==> config.mk <==
export PLATFORM = sky130hd
export DESIGN_NAME = tpos_output_stage
export DESIGN_NICKNAME = d
export VERILOG_FILES = /design/src/tpos_pkg.sv /design/src/tpos_output_stage.sv /design/src/tpos_chop_carrier.sv
export VERILOG_INCLUDE_DIRS = /design/src
export SDC_FILE = /design/constraint.sdc
export NUM_CORES = 1
export LEC_CHECK = 0
export BUFFER_PORTS_ARGS = -buffer_cell sky130_fd_sc_hd__buf_2
export CELL_PAD_IN_SITES_DETAIL_PLACEMENT = 0
export CELL_PAD_IN_SITES_GLOBAL_PLACEMENT = 1
export CORE_UTILIZATION = 40
export CTS_CLUSTER_DIAMETER = 100
export DETAILED_ROUTE_END_ITERATION = 8
export PLACE_DENSITY_LB_ADDON = 0.25
export SLEW_MARGIN = 20
export SYNTH_ARGS = -nofsm -noshare
export SYNTH_HDL_FRONTEND = slang
export SYNTH_HIERARCHICAL = 1
export SYNTH_SLANG_ARGS = --single-unit
==> constraint.sdc <==
create_clock -name clk -period 4.5 [get_ports clk]
set_clock_uncertainty 0.2 [all_clocks]
set_input_delay 0 -clock clk [delete_from_list [all_inputs] [get_ports clk]]
set_output_delay 0 -clock clk [all_outputs]
set_load 0.1 [all_outputs]
==> src/tpos_consts.svh <==
// Purpose: constants of the three-phase pwm output stage
// Assumes: apb byte addresses, 32-bit data
// Notes:   definitions only
`ifndef TPOS_CONSTS_SVH
`define TPOS_CONSTS_SVH
`define TPOS_ADDR_W        12
`define TPOS_OFS_CONTROL   12'h000
`define TPOS_OFS_STATUS    12'h004
`define TPOS_OFS_PERIOD    12'h008
`define TPOS_OFS_CHOPCFG   12'h010
`define TPOS_OFS_DUTY0     12'h014
`define TPOS_OFS_DUTY1     12'h018
`define TPOS_OFS_DUTY2     12'h01C
`define TPOS_OFS_OUTEN     12'h020
`define TPOS_OUTEN_RST     9'h000
`define TPOS_CHOPCFG_RST   16'h0000
`define TPOS_CHOP_HI_BIT   8
`define TPOS_CHOP_LO_BIT   9
`define TPOS_XOVR_LSB      6
`define TPOS_STA_TRIPRAW   3
`define TPOS_STA_TRIPIRQ   8
`define TPOS_STA_SYNCIRQ   9
`define TPOS_CTL_ENABLE    0
`define TPOS_CTL_DOUBLE    2
`define TPOS_CHOP_QUARTER  2
`define TPOS_WRITES_ALL    4'hF
`endif

==> src/tpos_pkg.sv <==
// Purpose: types of the three-phase pwm output stage
// Assumes: six gate signals, three phase pairs
// Notes:   index 0 of each side is phase 0
package tpos_pkg;
  typedef struct packed {
    logic [2:0] high;
    logic [2:0] low;
  } tpos_gates_t;
endpackage

==> src/tpos_output_stage.sv <==
// Purpose: three-phase pwm output stage with crossover, disable, chop, trip
// Assumes: apb slave, 10 MHz clk, trip pin active low and asynchronous
// Notes:   gate outputs are flops; trip forces them low asynchronously
`timescale 1ns/1ps
`default_nettype none
`include "tpos_consts.svh"
module tpos_output_stage
  import tpos_pkg::*;
#(
  parameter int ADDR_W = `TPOS_ADDR_W
) (
  input  wire logic              clk,
  input  wire logic              rst,
  input  wire logic              psel,
  input  wire logic              penable,
  input  wire logic              pwrite,
  input  wire logic [ADDR_W-1:0] paddr,
  input  wire logic [31:0]       pwdata,
  output var  logic [31:0]       prdata,
  output var  logic              pready,
  output var  logic              pslverr,
  input  wire tpos_gates_t       timingGates,
  input  wire logic              cycleSyncIn,
  input  wire logic              faultTripN,
  output var  tpos_gates_t       gateOut,
  output var  logic              cycleSyncPulse,
  output var  logic              tripIrq,
  output var  logic              syncFiq,
  output var  logic              timingRun
);
  // registers
  logic [8:0]  outputEnableCrossover_reg;
  logic [8:0]  outenShadow_reg;
  logic [15:0] gateChopConfig_reg;
  logic [15:0] periodRegister_reg;
  logic [15:0] dutyPhase0_reg;
  logic [15:0] dutyPhase1_reg;
  logic [15:0] dutyPhase2_reg;
  logic [7:0]  mainControl_reg;
  logic        tripIrqFlag_reg;
  logic        syncIrqFlag_reg;
  logic [3:0]  reloadSeen_reg;
  logic        timingRun_reg;
  logic [31:0] prdata_reg;
  logic        pready_reg;
  logic        pslverr_reg;
  logic        syncPrev_reg;
  logic        syncOut_reg;
  logic        tripIrq_reg;
  logic        syncFiq_reg;
  logic [2:0]  tripSync_reg;
  logic        tripLevel_reg;
  tpos_gates_t gateOut_reg;

  // trip pin: three-flop sampler for status and events
  wire tripStable = (tripSync_reg[1] == tripSync_reg[2]);
  wire tripLow    = ~tripLevel_reg;
  always_ff @(posedge clk or posedge rst) begin
    if (rst) begin
      tripSync_reg  <= 3'b000;
      tripLevel_reg <= 1'b0;
    end else begin
      tripSync_reg  <= {tripSync_reg[1:0], faultTripN};
      if (tripStable) begin
        tripLevel_reg <= tripSync_reg[2];
      end
    end
  end
  // enter trip when the filtered level falls
  wire tripEntered;
  logic tripLevelPrev_reg;
  assign tripEntered = tripLevelPrev_reg & tripLow;
  always_ff @(posedge clk or posedge rst) begin
    if (rst) begin
      tripLevelPrev_reg <= 1'b0;
    end else begin
      tripLevelPrev_reg <= tripLevel_reg;
    end
  end

  // apb decode: one-wait slave, answer in the second access cycle after setup
  wire accessNow = psel & penable & ~pready_reg;
  wire wrNow     = accessNow & pwrite;
  wire rdNow     = accessNow & ~pwrite;
  wire selCtl    = (paddr == `TPOS_OFS_CONTROL);
  wire selSta    = (paddr == `TPOS_OFS_STATUS);
  wire selPer    = (paddr == `TPOS_OFS_PERIOD);
  wire selCfg    = (paddr == `TPOS_OFS_CHOPCFG);
  wire selD0     = (paddr == `TPOS_OFS_DUTY0);
  wire selD1     = (paddr == `TPOS_OFS_DUTY1);
  wire selD2     = (paddr == `TPOS_OFS_DUTY2);
  wire selEn     = (paddr == `TPOS_OFS_OUTEN);
  wire mapped    = selCtl | selSta | selPer | selCfg | selD0 | selD1 | selD2 | selEn;
  wire [3:0] reloadHit = {selD2, selD1, selD0, selPer} & {4{wrNow}};

  // sync rising edge, suppressed while tripped
  wire syncRise = cycleSyncIn & ~syncPrev_reg & ~tripLow;
  wire [31:0] statusWord = {22'h00_0000, syncIrqFlag_reg, tripIrqFlag_reg,
                            4'h0, tripLevel_reg, 2'b00, ~timingRun_reg & 1'b0};

  logic [31:0] readMux;
  always_comb begin
    readMux = 32'h0000_0000;
    if (selCtl) readMux = {24'h00_0000, mainControl_reg};
    if (selSta) readMux = statusWord;
    if (selPer) readMux = {16'h0000, periodRegister_reg};
    if (selCfg) readMux = {16'h0000, gateChopConfig_reg};
    if (selD0)  readMux = {16'h0000, dutyPhase0_reg};
    if (selD1)  readMux = {16'h0000, dutyPhase1_reg};
    if (selD2)  readMux = {16'h0000, dutyPhase2_reg};
    if (selEn)  readMux = {23'h00_0000, outenShadow_reg};
  end

  always_ff @(posedge clk or posedge rst) begin
    if (rst) begin
      pready_reg  <= 1'b0;
      pslverr_reg <= 1'b0;
      prdata_reg  <= 32'h0000_0000;
    end else begin
      pready_reg  <= psel & penable & ~pready_reg;
      pslverr_reg <= accessNow & ~mapped;
      prdata_reg  <= rdNow ? readMux : 32'h0000_0000;
    end
  end

  // software registers; shadow of output enable loaded by writes
  always_ff @(posedge clk or posedge rst) begin
    if (rst) begin
      outenShadow_reg    <= `TPOS_OUTEN_RST;
      gateChopConfig_reg <= `TPOS_CHOPCFG_RST;
      periodRegister_reg <= 16'h0000;
      dutyPhase0_reg     <= 16'h0000;
      dutyPhase1_reg     <= 16'h0000;
      dutyPhase2_reg     <= 16'h0000;
    end else if (wrNow) begin
      if (selEn)  outenShadow_reg    <= pwdata[8:0];
      if (selCfg) gateChopConfig_reg <= pwdata[15:0];
      if (selPer) periodRegister_reg <= pwdata[15:0];
      if (selD0)  dutyPhase0_reg     <= pwdata[15:0];
      if (selD1)  dutyPhase1_reg     <= pwdata[15:0];
      if (selD2)  dutyPhase2_reg     <= pwdata[15:0];
    end
  end

  // active output-enable register only moves at a sync rising edge;
  // the sync source owns single or double update rate
  always_ff @(posedge clk or posedge rst) begin
    if (rst) begin
      outputEnableCrossover_reg <= `TPOS_OUTEN_RST;
      syncPrev_reg              <= 1'b0;
    end else begin
      syncPrev_reg <= cycleSyncIn;
      if (syncRise) begin
        outputEnableCrossover_reg <= outenShadow_reg;
      end
    end
  end

  // main control: trip clears the global enable, trip wins over writes
  always_ff @(posedge clk or posedge rst) begin
    if (rst) begin
      mainControl_reg <= 8'h00;
    end else if (tripEntered) begin
      mainControl_reg[`TPOS_CTL_ENABLE] <= 1'b0;
    end else if (wrNow & selCtl) begin
      mainControl_reg <= pwdata[7:0];
    end
  end

  // flags: write one clears, a new event wins over the clear
  always_ff @(posedge clk or posedge rst) begin
    if (rst) begin
      tripIrqFlag_reg <= 1'b0;
      syncIrqFlag_reg <= 1'b0;
    end else begin
      tripIrqFlag_reg <= tripEntered |
        (tripIrqFlag_reg & ~(wrNow & selSta & pwdata[`TPOS_STA_TRIPIRQ]));
      syncIrqFlag_reg <= syncRise |
        (syncIrqFlag_reg & ~(wrNow & selSta & pwdata[`TPOS_STA_SYNCIRQ]));
    end
  end

  // timing run: halted by trip, resumes after all four reloads and trip high
  always_ff @(posedge clk or posedge rst) begin
    if (rst) begin
      reloadSeen_reg <= 4'h0;
      timingRun_reg  <= 1'b0;
    end else if (tripLow) begin
      timingRun_reg  <= 1'b0;
      reloadSeen_reg <= (timingRun_reg ? 4'h0 : reloadSeen_reg) | reloadHit;
    end else begin
      reloadSeen_reg <= reloadSeen_reg | reloadHit;
      if ((reloadSeen_reg | reloadHit) == `TPOS_WRITES_ALL) begin
        timingRun_reg <= 1'b1;
      end
    end
  end

  // interrupt lines: trip as normal irq, sync as fast irq only
  always_ff @(posedge clk or posedge rst) begin
    if (rst) begin
      tripIrq_reg <= 1'b0;
      syncFiq_reg <= 1'b0;
    end else begin
      tripIrq_reg <= tripIrqFlag_reg;
      syncFiq_reg <= syncIrqFlag_reg;
    end
  end

  // gate path: crossover, then disable, then chop
  logic chopCarrier;
  tpos_chop_carrier #(
    .DIV_W(8)
  ) uCarrier (
    .clk    (clk),
    .rst    (rst),
    .divider(gateChopConfig_reg[7:0]),
    .carrier(chopCarrier)
  );
  wire chopHigh = gateChopConfig_reg[`TPOS_CHOP_HI_BIT];
  wire chopLow  = gateChopConfig_reg[`TPOS_CHOP_LO_BIT];
  tpos_gates_t swapped;
  tpos_gates_t enabled;
  tpos_gates_t chopped;
  genvar p;
  generate
    for (p = 0; p < 3; p++) begin : gPhase
      // phase p swap bit is 8-p; disable bits: high 4-2p, low 5-2p
      wire swapOn = outputEnableCrossover_reg[`TPOS_XOVR_LSB + 2 - p];
      assign swapped.high[p] = swapOn ? timingGates.low[p]  : timingGates.high[p];
      assign swapped.low[p]  = swapOn ? timingGates.high[p] : timingGates.low[p];
      assign enabled.high[p] = swapped.high[p] & ~outputEnableCrossover_reg[4-2*p];
      assign enabled.low[p]  = swapped.low[p]  & ~outputEnableCrossover_reg[5-2*p];
      assign chopped.high[p] = enabled.high[p] & (~chopHigh | chopCarrier);
      assign chopped.low[p]  = enabled.low[p]  & (~chopLow  | chopCarrier);
    end
  endgenerate

  // trip pin clears the gate flops directly, no clock needed
  wire gateClear = rst | ~faultTripN;
  always_ff @(posedge clk or posedge gateClear) begin
    if (gateClear) begin
      gateOut_reg <= '0;
    end else begin
      gateOut_reg <= chopped;
    end
  end

  // sync output is held clear by the pin itself: the filtered trip level
  // lags the pin by a few clocks, too late to stop a pulse already on its way
  always_ff @(posedge clk or posedge gateClear) begin
    if (gateClear) begin
      syncOut_reg <= 1'b0;
    end else begin
      syncOut_reg <= cycleSyncIn & ~tripLow;
    end
  end

  assign gateOut        = gateOut_reg;
  assign cycleSyncPulse = syncOut_reg;
  assign tripIrq        = tripIrq_reg;
  assign syncFiq        = syncFiq_reg;
  assign timingRun      = timingRun_reg;
  assign prdata         = prdata_reg;
  assign pready         = pready_reg;
  assign pslverr        = pslverr_reg;

  // checks
  AST_TRIP_LOW: assert property (@(posedge clk) disable iff (rst)
    !faultTripN |-> gateOut == '0) else $error("gate high during trip");
  AST_SYNC_MUTE: assert property (@(posedge clk) disable iff (rst)
    tripLow |=> !cycleSyncPulse) else $error("sync during trip");
  AST_SYNC_PIN: assert property (@(posedge clk) disable iff (rst)
    !faultTripN |-> !cycleSyncPulse) else $error("sync while trip pin low");
  AST_OUTEN_HOLD: assert property (@(posedge clk) disable iff (rst)
    !syncRise |=> $stable(outputEnableCrossover_reg)) else $error("enable moved off sync");
  AST_OUTEN_LOAD: assert property (@(posedge clk) disable iff (rst)
    syncRise |=> outputEnableCrossover_reg == $past(outenShadow_reg))
    else $error("enable not loaded on sync");
  AST_DISABLE: assert property (@(posedge clk) disable iff (rst)
    outputEnableCrossover_reg[0] |=> !gateOut.high[2]) else $error("2H not disabled");
  AST_DIS_LOW0: assert property (@(posedge clk) disable iff (rst)
    outputEnableCrossover_reg[5] |=> !gateOut.low[0]) else $error("0L not disabled");
  AST_TRIP_FLAG: assert property (@(posedge clk) disable iff (rst)
    tripEntered |=> tripIrqFlag_reg ##1 tripIrq) else $error("trip flag missing");
  AST_SYNC_FLAG: assert property (@(posedge clk) disable iff (rst)
    syncRise |=> syncIrqFlag_reg ##1 syncFiq) else $error("sync flag missing");
  AST_EN_CLEAR: assert property (@(posedge clk) disable iff (rst)
    tripEntered |=> !mainControl_reg[`TPOS_CTL_ENABLE]) else $error("enable not cleared");
  AST_FLAG_W1C: assert property (@(posedge clk) disable iff (rst)
    wrNow && selSta && pwdata[`TPOS_STA_SYNCIRQ] && !syncRise |=> !syncIrqFlag_reg)
    else $error("sync flag not cleared");
  AST_RUN_HALT: assert property (@(posedge clk) disable iff (rst)
    tripLow |=> !timingRun) else $error("timing ran in trip");
  AST_SWAP: assert property (@(posedge clk) disable iff (rst)
    faultTripN && outputEnableCrossover_reg[8] && outputEnableCrossover_reg[5:4] == 2'b00
    && gateChopConfig_reg[9:8] == 2'b00 |=> gateOut.low[0] == $past(timingGates.high[0])
    || !faultTripN) else $error("swap wrong");
  AST_XOVR_P2: assert property (@(posedge clk) disable iff (rst)
    faultTripN && outputEnableCrossover_reg[6] && outputEnableCrossover_reg[1:0] == 2'b00
    && gateChopConfig_reg[9:8] == 2'b00 |=> gateOut.high[2] == $past(timingGates.low[2])
    || !faultTripN) else $error("pair 2 swap wrong");
  AST_CHOP_HI: assert property (@(posedge clk) disable iff (rst)
    chopHigh && !chopCarrier |=> gateOut.high == 3'b000) else $error("high side not chopped");
  AST_CHOP_LO: assert property (@(posedge clk) disable iff (rst)
    chopLow && !chopCarrier |=> gateOut.low == 3'b000) else $error("low side not chopped");
  COV_TRIP: cover property (@(posedge clk) disable iff (rst) tripEntered);
  COV_SYNC: cover property (@(posedge clk) disable iff (rst) syncRise);
  COV_RUN: cover property (@(posedge clk) disable iff (rst) $rose(timingRun_reg));
  COV_CHOP_HI: cover property (@(posedge clk) disable iff (rst) chopHigh && chopCarrier);
  COV_SWAP: cover property (@(posedge clk) disable iff (rst)
    faultTripN && outputEnableCrossover_reg[8]);
endmodule
`default_nettype wire

==> src/tpos_chop_carrier.sv <==
// Purpose: square chopping carrier of period 4*(div+1) clocks
// Assumes: divider held steady while running
// Notes:   half high, half low
`timescale 1ns/1ps
`default_nettype none
`include "tpos_consts.svh"
module tpos_chop_carrier #(
  parameter int DIV_W = 8
) (
  input  wire logic             clk,
  input  wire logic             rst,
  input  wire logic [DIV_W-1:0] divider,
  output var  logic             carrier
);
  // count to 2*(div+1)-1 then toggle: full period is 4*(div+1)
  localparam int CNT_W = DIV_W + 2;
  logic [CNT_W-1:0] countReg;
  logic             carrierReg;
  wire  [CNT_W-1:0] halfLast = CNT_W'(({2'b00, divider} + 1'b1) << 1) - 1'b1;
  wire              wrapNow  = (countReg >= halfLast);

  always_ff @(posedge clk or posedge rst) begin
    if (rst) begin
      countReg   <= '0;
      carrierReg <= 1'b0;
    end else if (wrapNow) begin
      countReg   <= '0;
      carrierReg <= ~carrierReg;
    end else begin
      countReg   <= countReg + 1'b1;
    end
  end
  assign carrier = carrierReg;
endmodule
`default_nettype wire

# [After elaboration in Yosys (flattened, before gate mapping)]
# Cells that the tools add are included.
[classes] n_addsub=3 multipliers=0 n_div=0 order_cmp=1 n_eq_ne=10 n_shift=0 muxes=22 n_bitwise=60 n_reduce_logical=9
[op_table] cell="32-bit 2-to-1 mux" n=8
[op_table] cell="12-bit by 5-bit == test with 1-bit output, second input constant" n=4
[op_table] cell="1-bit bitwise AND" n=27
[op_table] cell="1-bit NOT" n=18
[op_table] cell="2-bit AND reduction" n=7
[op_table] cell="12-bit by 3-bit == test with 1-bit output, second input constant" n=1
[op_table] cell="12-bit by 4-bit == test with 1-bit output, second input constant" n=1
[op_table] cell="12-bit by 6-bit == test with 1-bit output, second input constant" n=1
[op_table] cell="12-bit zero test" n=1
[op_table] cell="1-bit OR" n=12
[op_table] cell="10-bit by 1-bit adder with 10-bit output, second input constant" n=1
[op_table] cell="10-bit >= comparator" n=1
[op_table] cell="1-bit 2-to-1 mux" n=10
[op_table] cell="10-bit 2-to-1 mux" n=1
[op_table] cell="10-bit by 1-bit subtractor with 10-bit output, second input constant" n=1
[op_table] cell="8-bit by 1-bit adder with 9-bit output, second input constant" n=1
[op_table] cell="4-bit 2-to-1 mux" n=2
[op_table] cell="8-bit 2-to-1 mux" n=1
[op_table] cell="4-bit OR" n=2
[op_table] cell="4-bit bitwise AND" n=1
[op_table] cell="4-bit == test, second input constant" n=1
[op_table] cell="2-bit by 1-bit != test with 1-bit output, second input constant" n=1
[op_table] cell="2-bit nonzero test" n=1
[op_table] cell="1-bit == test" n=1
[word_totals] regBits=173 latch_bits=0 ramBits=0 rom_bits=0 in_bits=57 out_inout_bits=44 wordCells=132 mem_count=0

# [Logic depth before layout (Yosys ltp)]
[depth] ltp_word=10 mapped_depth=13 ltp_nobuf=12

# [Modules after synthesis]
# Netlist, hierarchy kept.
[modules_own_cells] mod="tpos_output_stage" n_inst=1 cells_per_inst=569 area_per_inst_um2=6708.9 seq_area_each_um2=3653.5
[modules_own_cells] mod="tpos_chop_carrier" n_inst=1 cells_per_inst=104 area_per_inst_um2=919.6 seq_area_each_um2=275.3

# [Worst setup path after synthesis]
# Ideal clock, no wire load.
[synth_timing] path_type="reg-to-reg" start="reg pready_reg (netlist: pready)" end="reg dutyPhase0_reg[0]" setup_time_ns=0.125 t_arrival_ns=2.494 required_ns=4.175 path_slack_ns=1.681 path_stages_with_launch=5 n_path_buf=1 period_less_slack_ns=2.819 path_cell_list="dfrtp_1 -> nand4b_1 -> nor4_4 -> buf_4 -> mux2_2"
[synth_via] elab_chain_len=4
[synth_rtl] element="start, declared" line_no="tpos_output_stage.sv:45" rtl="logic pready_reg;"
[synth_rtl] element="start signal, assigned" line_no="tpos_output_stage.sv:120" rtl="pready_reg <= psel & penable & ~pready_reg;"
[synth_rtl] element="1-bit NOT" line_no="tpos_output_stage.sv:82" rtl="wire accessNow = psel & penable & ~pready_reg;"
[synth_rtl] element="1-bit bitwise AND" line_no="tpos_output_stage.sv:82"
[synth_rtl] element="1-bit bitwise AND" line_no="tpos_output_stage.sv:83" rtl="wire wrNow = accessNow & pwrite;"
[synth_rtl] element="2-bit AND reduction (no line)"
[synth_rtl] element="end signal, assigned" line_no="tpos_output_stage.sv:139" rtl="if (selD0) dutyPhase0_reg <= pwdata[15:0];"
[synth_rtl] element="end, declared" line_no="tpos_output_stage.sv:36" rtl="logic [15:0] dutyPhase0_reg;"
# No other way between the ends.
# A chain may end at the register's enable or synchronous reset.

# [Final worst setup path]
[layout_timing] start="reg gateChopConfig_reg[0]" end="reg uCarrier.carrierReg (netlist: uCarrier/carrier)"
[layout_via] elab_chain_len=3
[layout_rtl] element="start, declared" line_no="tpos_output_stage.sv:34" rtl="logic [15:0] gateChopConfig_reg;"
[layout_rtl] element="start signal, assigned" line_no="tpos_output_stage.sv:130" rtl="gateChopConfig_reg <= `TPOS_CHOPCFG_RST;"
[layout_rtl] element="start signal, assigned" line_no="tpos_output_stage.sv:137" rtl="if (selCfg) gateChopConfig_reg <= pwdata[15:0];"
[layout_rtl] element="8-bit by 1-bit adder with 9-bit output" line_no="tpos_chop_carrier.sv:19" rtl="wire [CNT_W-1:0] halfLast = CNT_W'(({2'b00, divider} + 1'b1) << 1) - 1'b1;"
[layout_rtl] element="10-bit by 1-bit subtractor with 10-bit output" line_no="tpos_chop_carrier.sv:19"
[layout_rtl] element="10-bit >= comparator" line_no="tpos_chop_carrier.sv:20" rtl="wire wrapNow = (countReg >= halfLast);"
[layout_rtl] element="end signal, assigned" line_no="tpos_chop_carrier.sv:28" rtl="carrierReg <= ~carrierReg;"
[layout_rtl] element="end, declared" line_no="tpos_chop_carrier.sv:18" rtl="logic carrierReg;"
# No other way between the ends.

==> summary.txt <==
Status
  • Outcome: complete, no violations

STA
  • Period utilization: 65.3%
  • Relative slew slack: between 30% and 40%
  • TNS Setup: 0 ps
  • Final WS setup: 1560 ps
  • Fmax: ~0.34 GHz
  • Worst Tran Pin Value: between 900 and 1000 ps
  • Hold Fails Final Rpt: 0
  • Unrepaired setup endpoints after global routing: no
  • Fin crit period: roughly 2900 ps
  • Fin. max-slew vios: 0
  • Final setup viols: 0

Pwr
  • Leak Pwr: between 4 and 5 nW
  • Cell Pwr Density: about 360 nW/um^2
  • Worst vdd ir: about 0.28 mV

Route
  • Via count: around 5600
  • Final ANT Viol Nets: 0
  • Routed wire per std cell: roughly 19 um
  • Via-to-Cell Ratio: about 5.4
  • DR DRC count: 0
  • Drt pass-1 iters: 5
  • Drt total wl: slightly below 20000 um
  • 1st-iter DRT viols: about 350

Global routing
  • GRT Residual Overflow: 0
  • Vias in the first global route: about 5500
  • Total track usage: roughly a fifth
  • First-pass GRT wire length: approximately 31000 um
  • Largest net degree at the start of global routing: 96
  • Initial antenna violation count: 0

Worst setup path
  • Slowest CP cell: or4_4
  • Crit Path Category: reg -> reg
  • Req. time, crit path: ~4600 ps
  • CP Max Fanout: 11
  • CP Data Arrival Time: between 3000 and 4000 ps
  • Crit-path most repeated cell: a21o_1
  • Worst Setup End Kind: register
  • Max incr delay on CP: roughly 460 ps
  • Crit path launch type: register
  • Worst-path cell chain: and3_1, or4_4, a21oi_2, xnor2_1, ha_1, a21o_1, a21o_1, a21oi_1, o21ai_0, buf_4, xor2_1

Finish
  • Fin nets: ~840
  • Most common cell after layout, fill and taps aside: dfrtp_1
  • Share of layout cells above drive strength 1: 26.4%
  • Area delta synth->final: 19.0%
  • # diodes: 0
  • Commonest non-fill, non-tap cells in the layout: dfrtp_1 (157), nand2_1 (82), mux2_2 (81)

Synthesis
  • Sequential-to-total area share from yosys stat: 51.5%
  • Yosys cell types: 70
  • Number of flops mapped to enable cells by yosys: 0
  • Avg Cell Area, Syn: 11.3 um^2
  • Count of state elements after synthesis: around 160
  • Synthesized area: 7630 um^2
  • Yosys warns: 6
  • Post-Syn Instances: ~670
  • Synth Flop Type: dfrtp_1
  • Async set-or-reset flop fraction in the synthesized netlist: between 90% and 100%

Placed design
  • Placer Congestion: 0.889
  • Dpl ws: roughly 1600 ps
  • PortBufs: 68
  • Hpwl dp: 13200 um

CTS
  • Clock sink count: between 150 and 200
  • CTS tree: done
  • Postcts setup bufs: 0
  • Clock slew seen by the registers of the worst setup and hold paths: 60 ps
  • CTS HTree Levels: 4
  • CTS Root Cell: clkbuf_16
  • Hold Buf Count CTS: 38
  • CTS resizes: 0
  • Clock Latency Late Sink: 430 ps
  • TritonCTS Buffers: 17
  • Number of buffers on the longest clock path: 2

Floorplanning
  • Die H: between 100 and 150 um
  • IO Pins: around 100
  • Die width: between 100 and 150 um
  • DIE AREA: a little under 20000 um^2
  • Initial core utilization: just over 40%
  • # rows: 50
  • Core ar.: between 15000 and 20000 um^2

Hold path
  • HP Class: in -> reg

Job
  • Max Cap Viol: 0
-- Yosys cell counts (9+ instances only) --
master / instances / share of area [%]
o21ai_0: 27 / 1.8
mux2_1: 9 / 1.3
buf_4: 19 / 1.9
mux2_2: 81 / 12
mux2i_1: 15 / 2.0
nor2_1: 36 / 1.8
xnor2_1: 12 / 1.4
buf_2: 10 / 0.66
ha_1: 11 / 1.8
clkbuf_1: 13 / 0.64
xor2_1: 9 / 1.0
a21oi_1: 17 / 1.1
nand2_1: 82 / 4.0
nor3_1: 19 / 1.2
nand3_1: 9 / 0.59
inv_1: 10 / 0.49
dfrtp_1: 157 / 52
-- area by class of cell --
class	instances	area (um^2)
clock buffers	24	492
clock inverters	8	106
fillers	1670	9630
inverters	10	42.5
multi-input cells	474	3440
flip-flops and latches	157	3930
well taps	234	293
repair buffers	114	781
-- logic make-up (layout without fill, tap and decap cells) --
group           Yosys count  after routing  synth area share, %
compound gates          113            113                 9.97
flops                   157            157                 51.5
fa+ha+maj                13             13                 2.07
buf+inv                  57            156                 4.20
xor+xnor                 21             21                 2.41
simple gates            206            206                 14.5
mux                     105            105                 15.3
other cells               1             16               0.0492
-- layer usage --
layer	vias up	share of wire [%]	wire [um]	track usage (%)
met5	-	0	0	0
met4	0	1.7	330	8.10
met3	26	5.7	1100	4.55
met2	166	45	8620	31.3
met1	2761	48	9150	29.2
li1	2602	-	-	-
-- critical path: cells and delay by family, from the launching register on --
kind | cells | cell delay (ps)
compound gates | 5 | 690
xor+xnor | 2 | 270
fa+ha+maj | 1 | 260
buf+inv | 1 | 180
flops | 1 | 440
simple gates | 2 | 770
-- power by group --
group | switching, mW | total, mW | internal, mW | leakage [nW]
registers | 0.0280 | 1.47 | 1.44 | 2.13
clock network | 0.571 | 1.45 | 0.879 | 0.287
logic | 0.251 | 0.354 | 0.103 | 1.92
-- path summary, 6_finish.rpt --
kind / from / end / slack [ps] / cells after the start
max in group asynchronous: rst / prdata[3] / 2830 / 4
min: paddr[11] / outenShadow_reg[3] / 5 / 4
min reg2reg: tripSync_reg[0] / tripSync_reg[1] / 150 / 0
max: gateChopConfig_reg[0] / uCarrier/carrier / 1560 / 11
max reg2reg: gateChopConfig_reg[0] / uCarrier/carrier / 1560 / 11
min in group asynchronous: faultTripN / gateOut[3] / 40 / 3
-- metrics by stage --
step                cells  area [um^2]  hold slack [ps]  util [%]  total power [mW]
finish               1021         9080             5.16      48.5              3.27
global route         1021         9080             38.2      48.5              3.40
CTS                  1021         9080           0.0370      48.5              3.30
detailed placement    951         8100             -126      43.3              1.82
global placement      951         8100             -144      43.3              1.82
floorplan             688         7680             -348         -              1.74
Power figures use the tool's default switching activity.
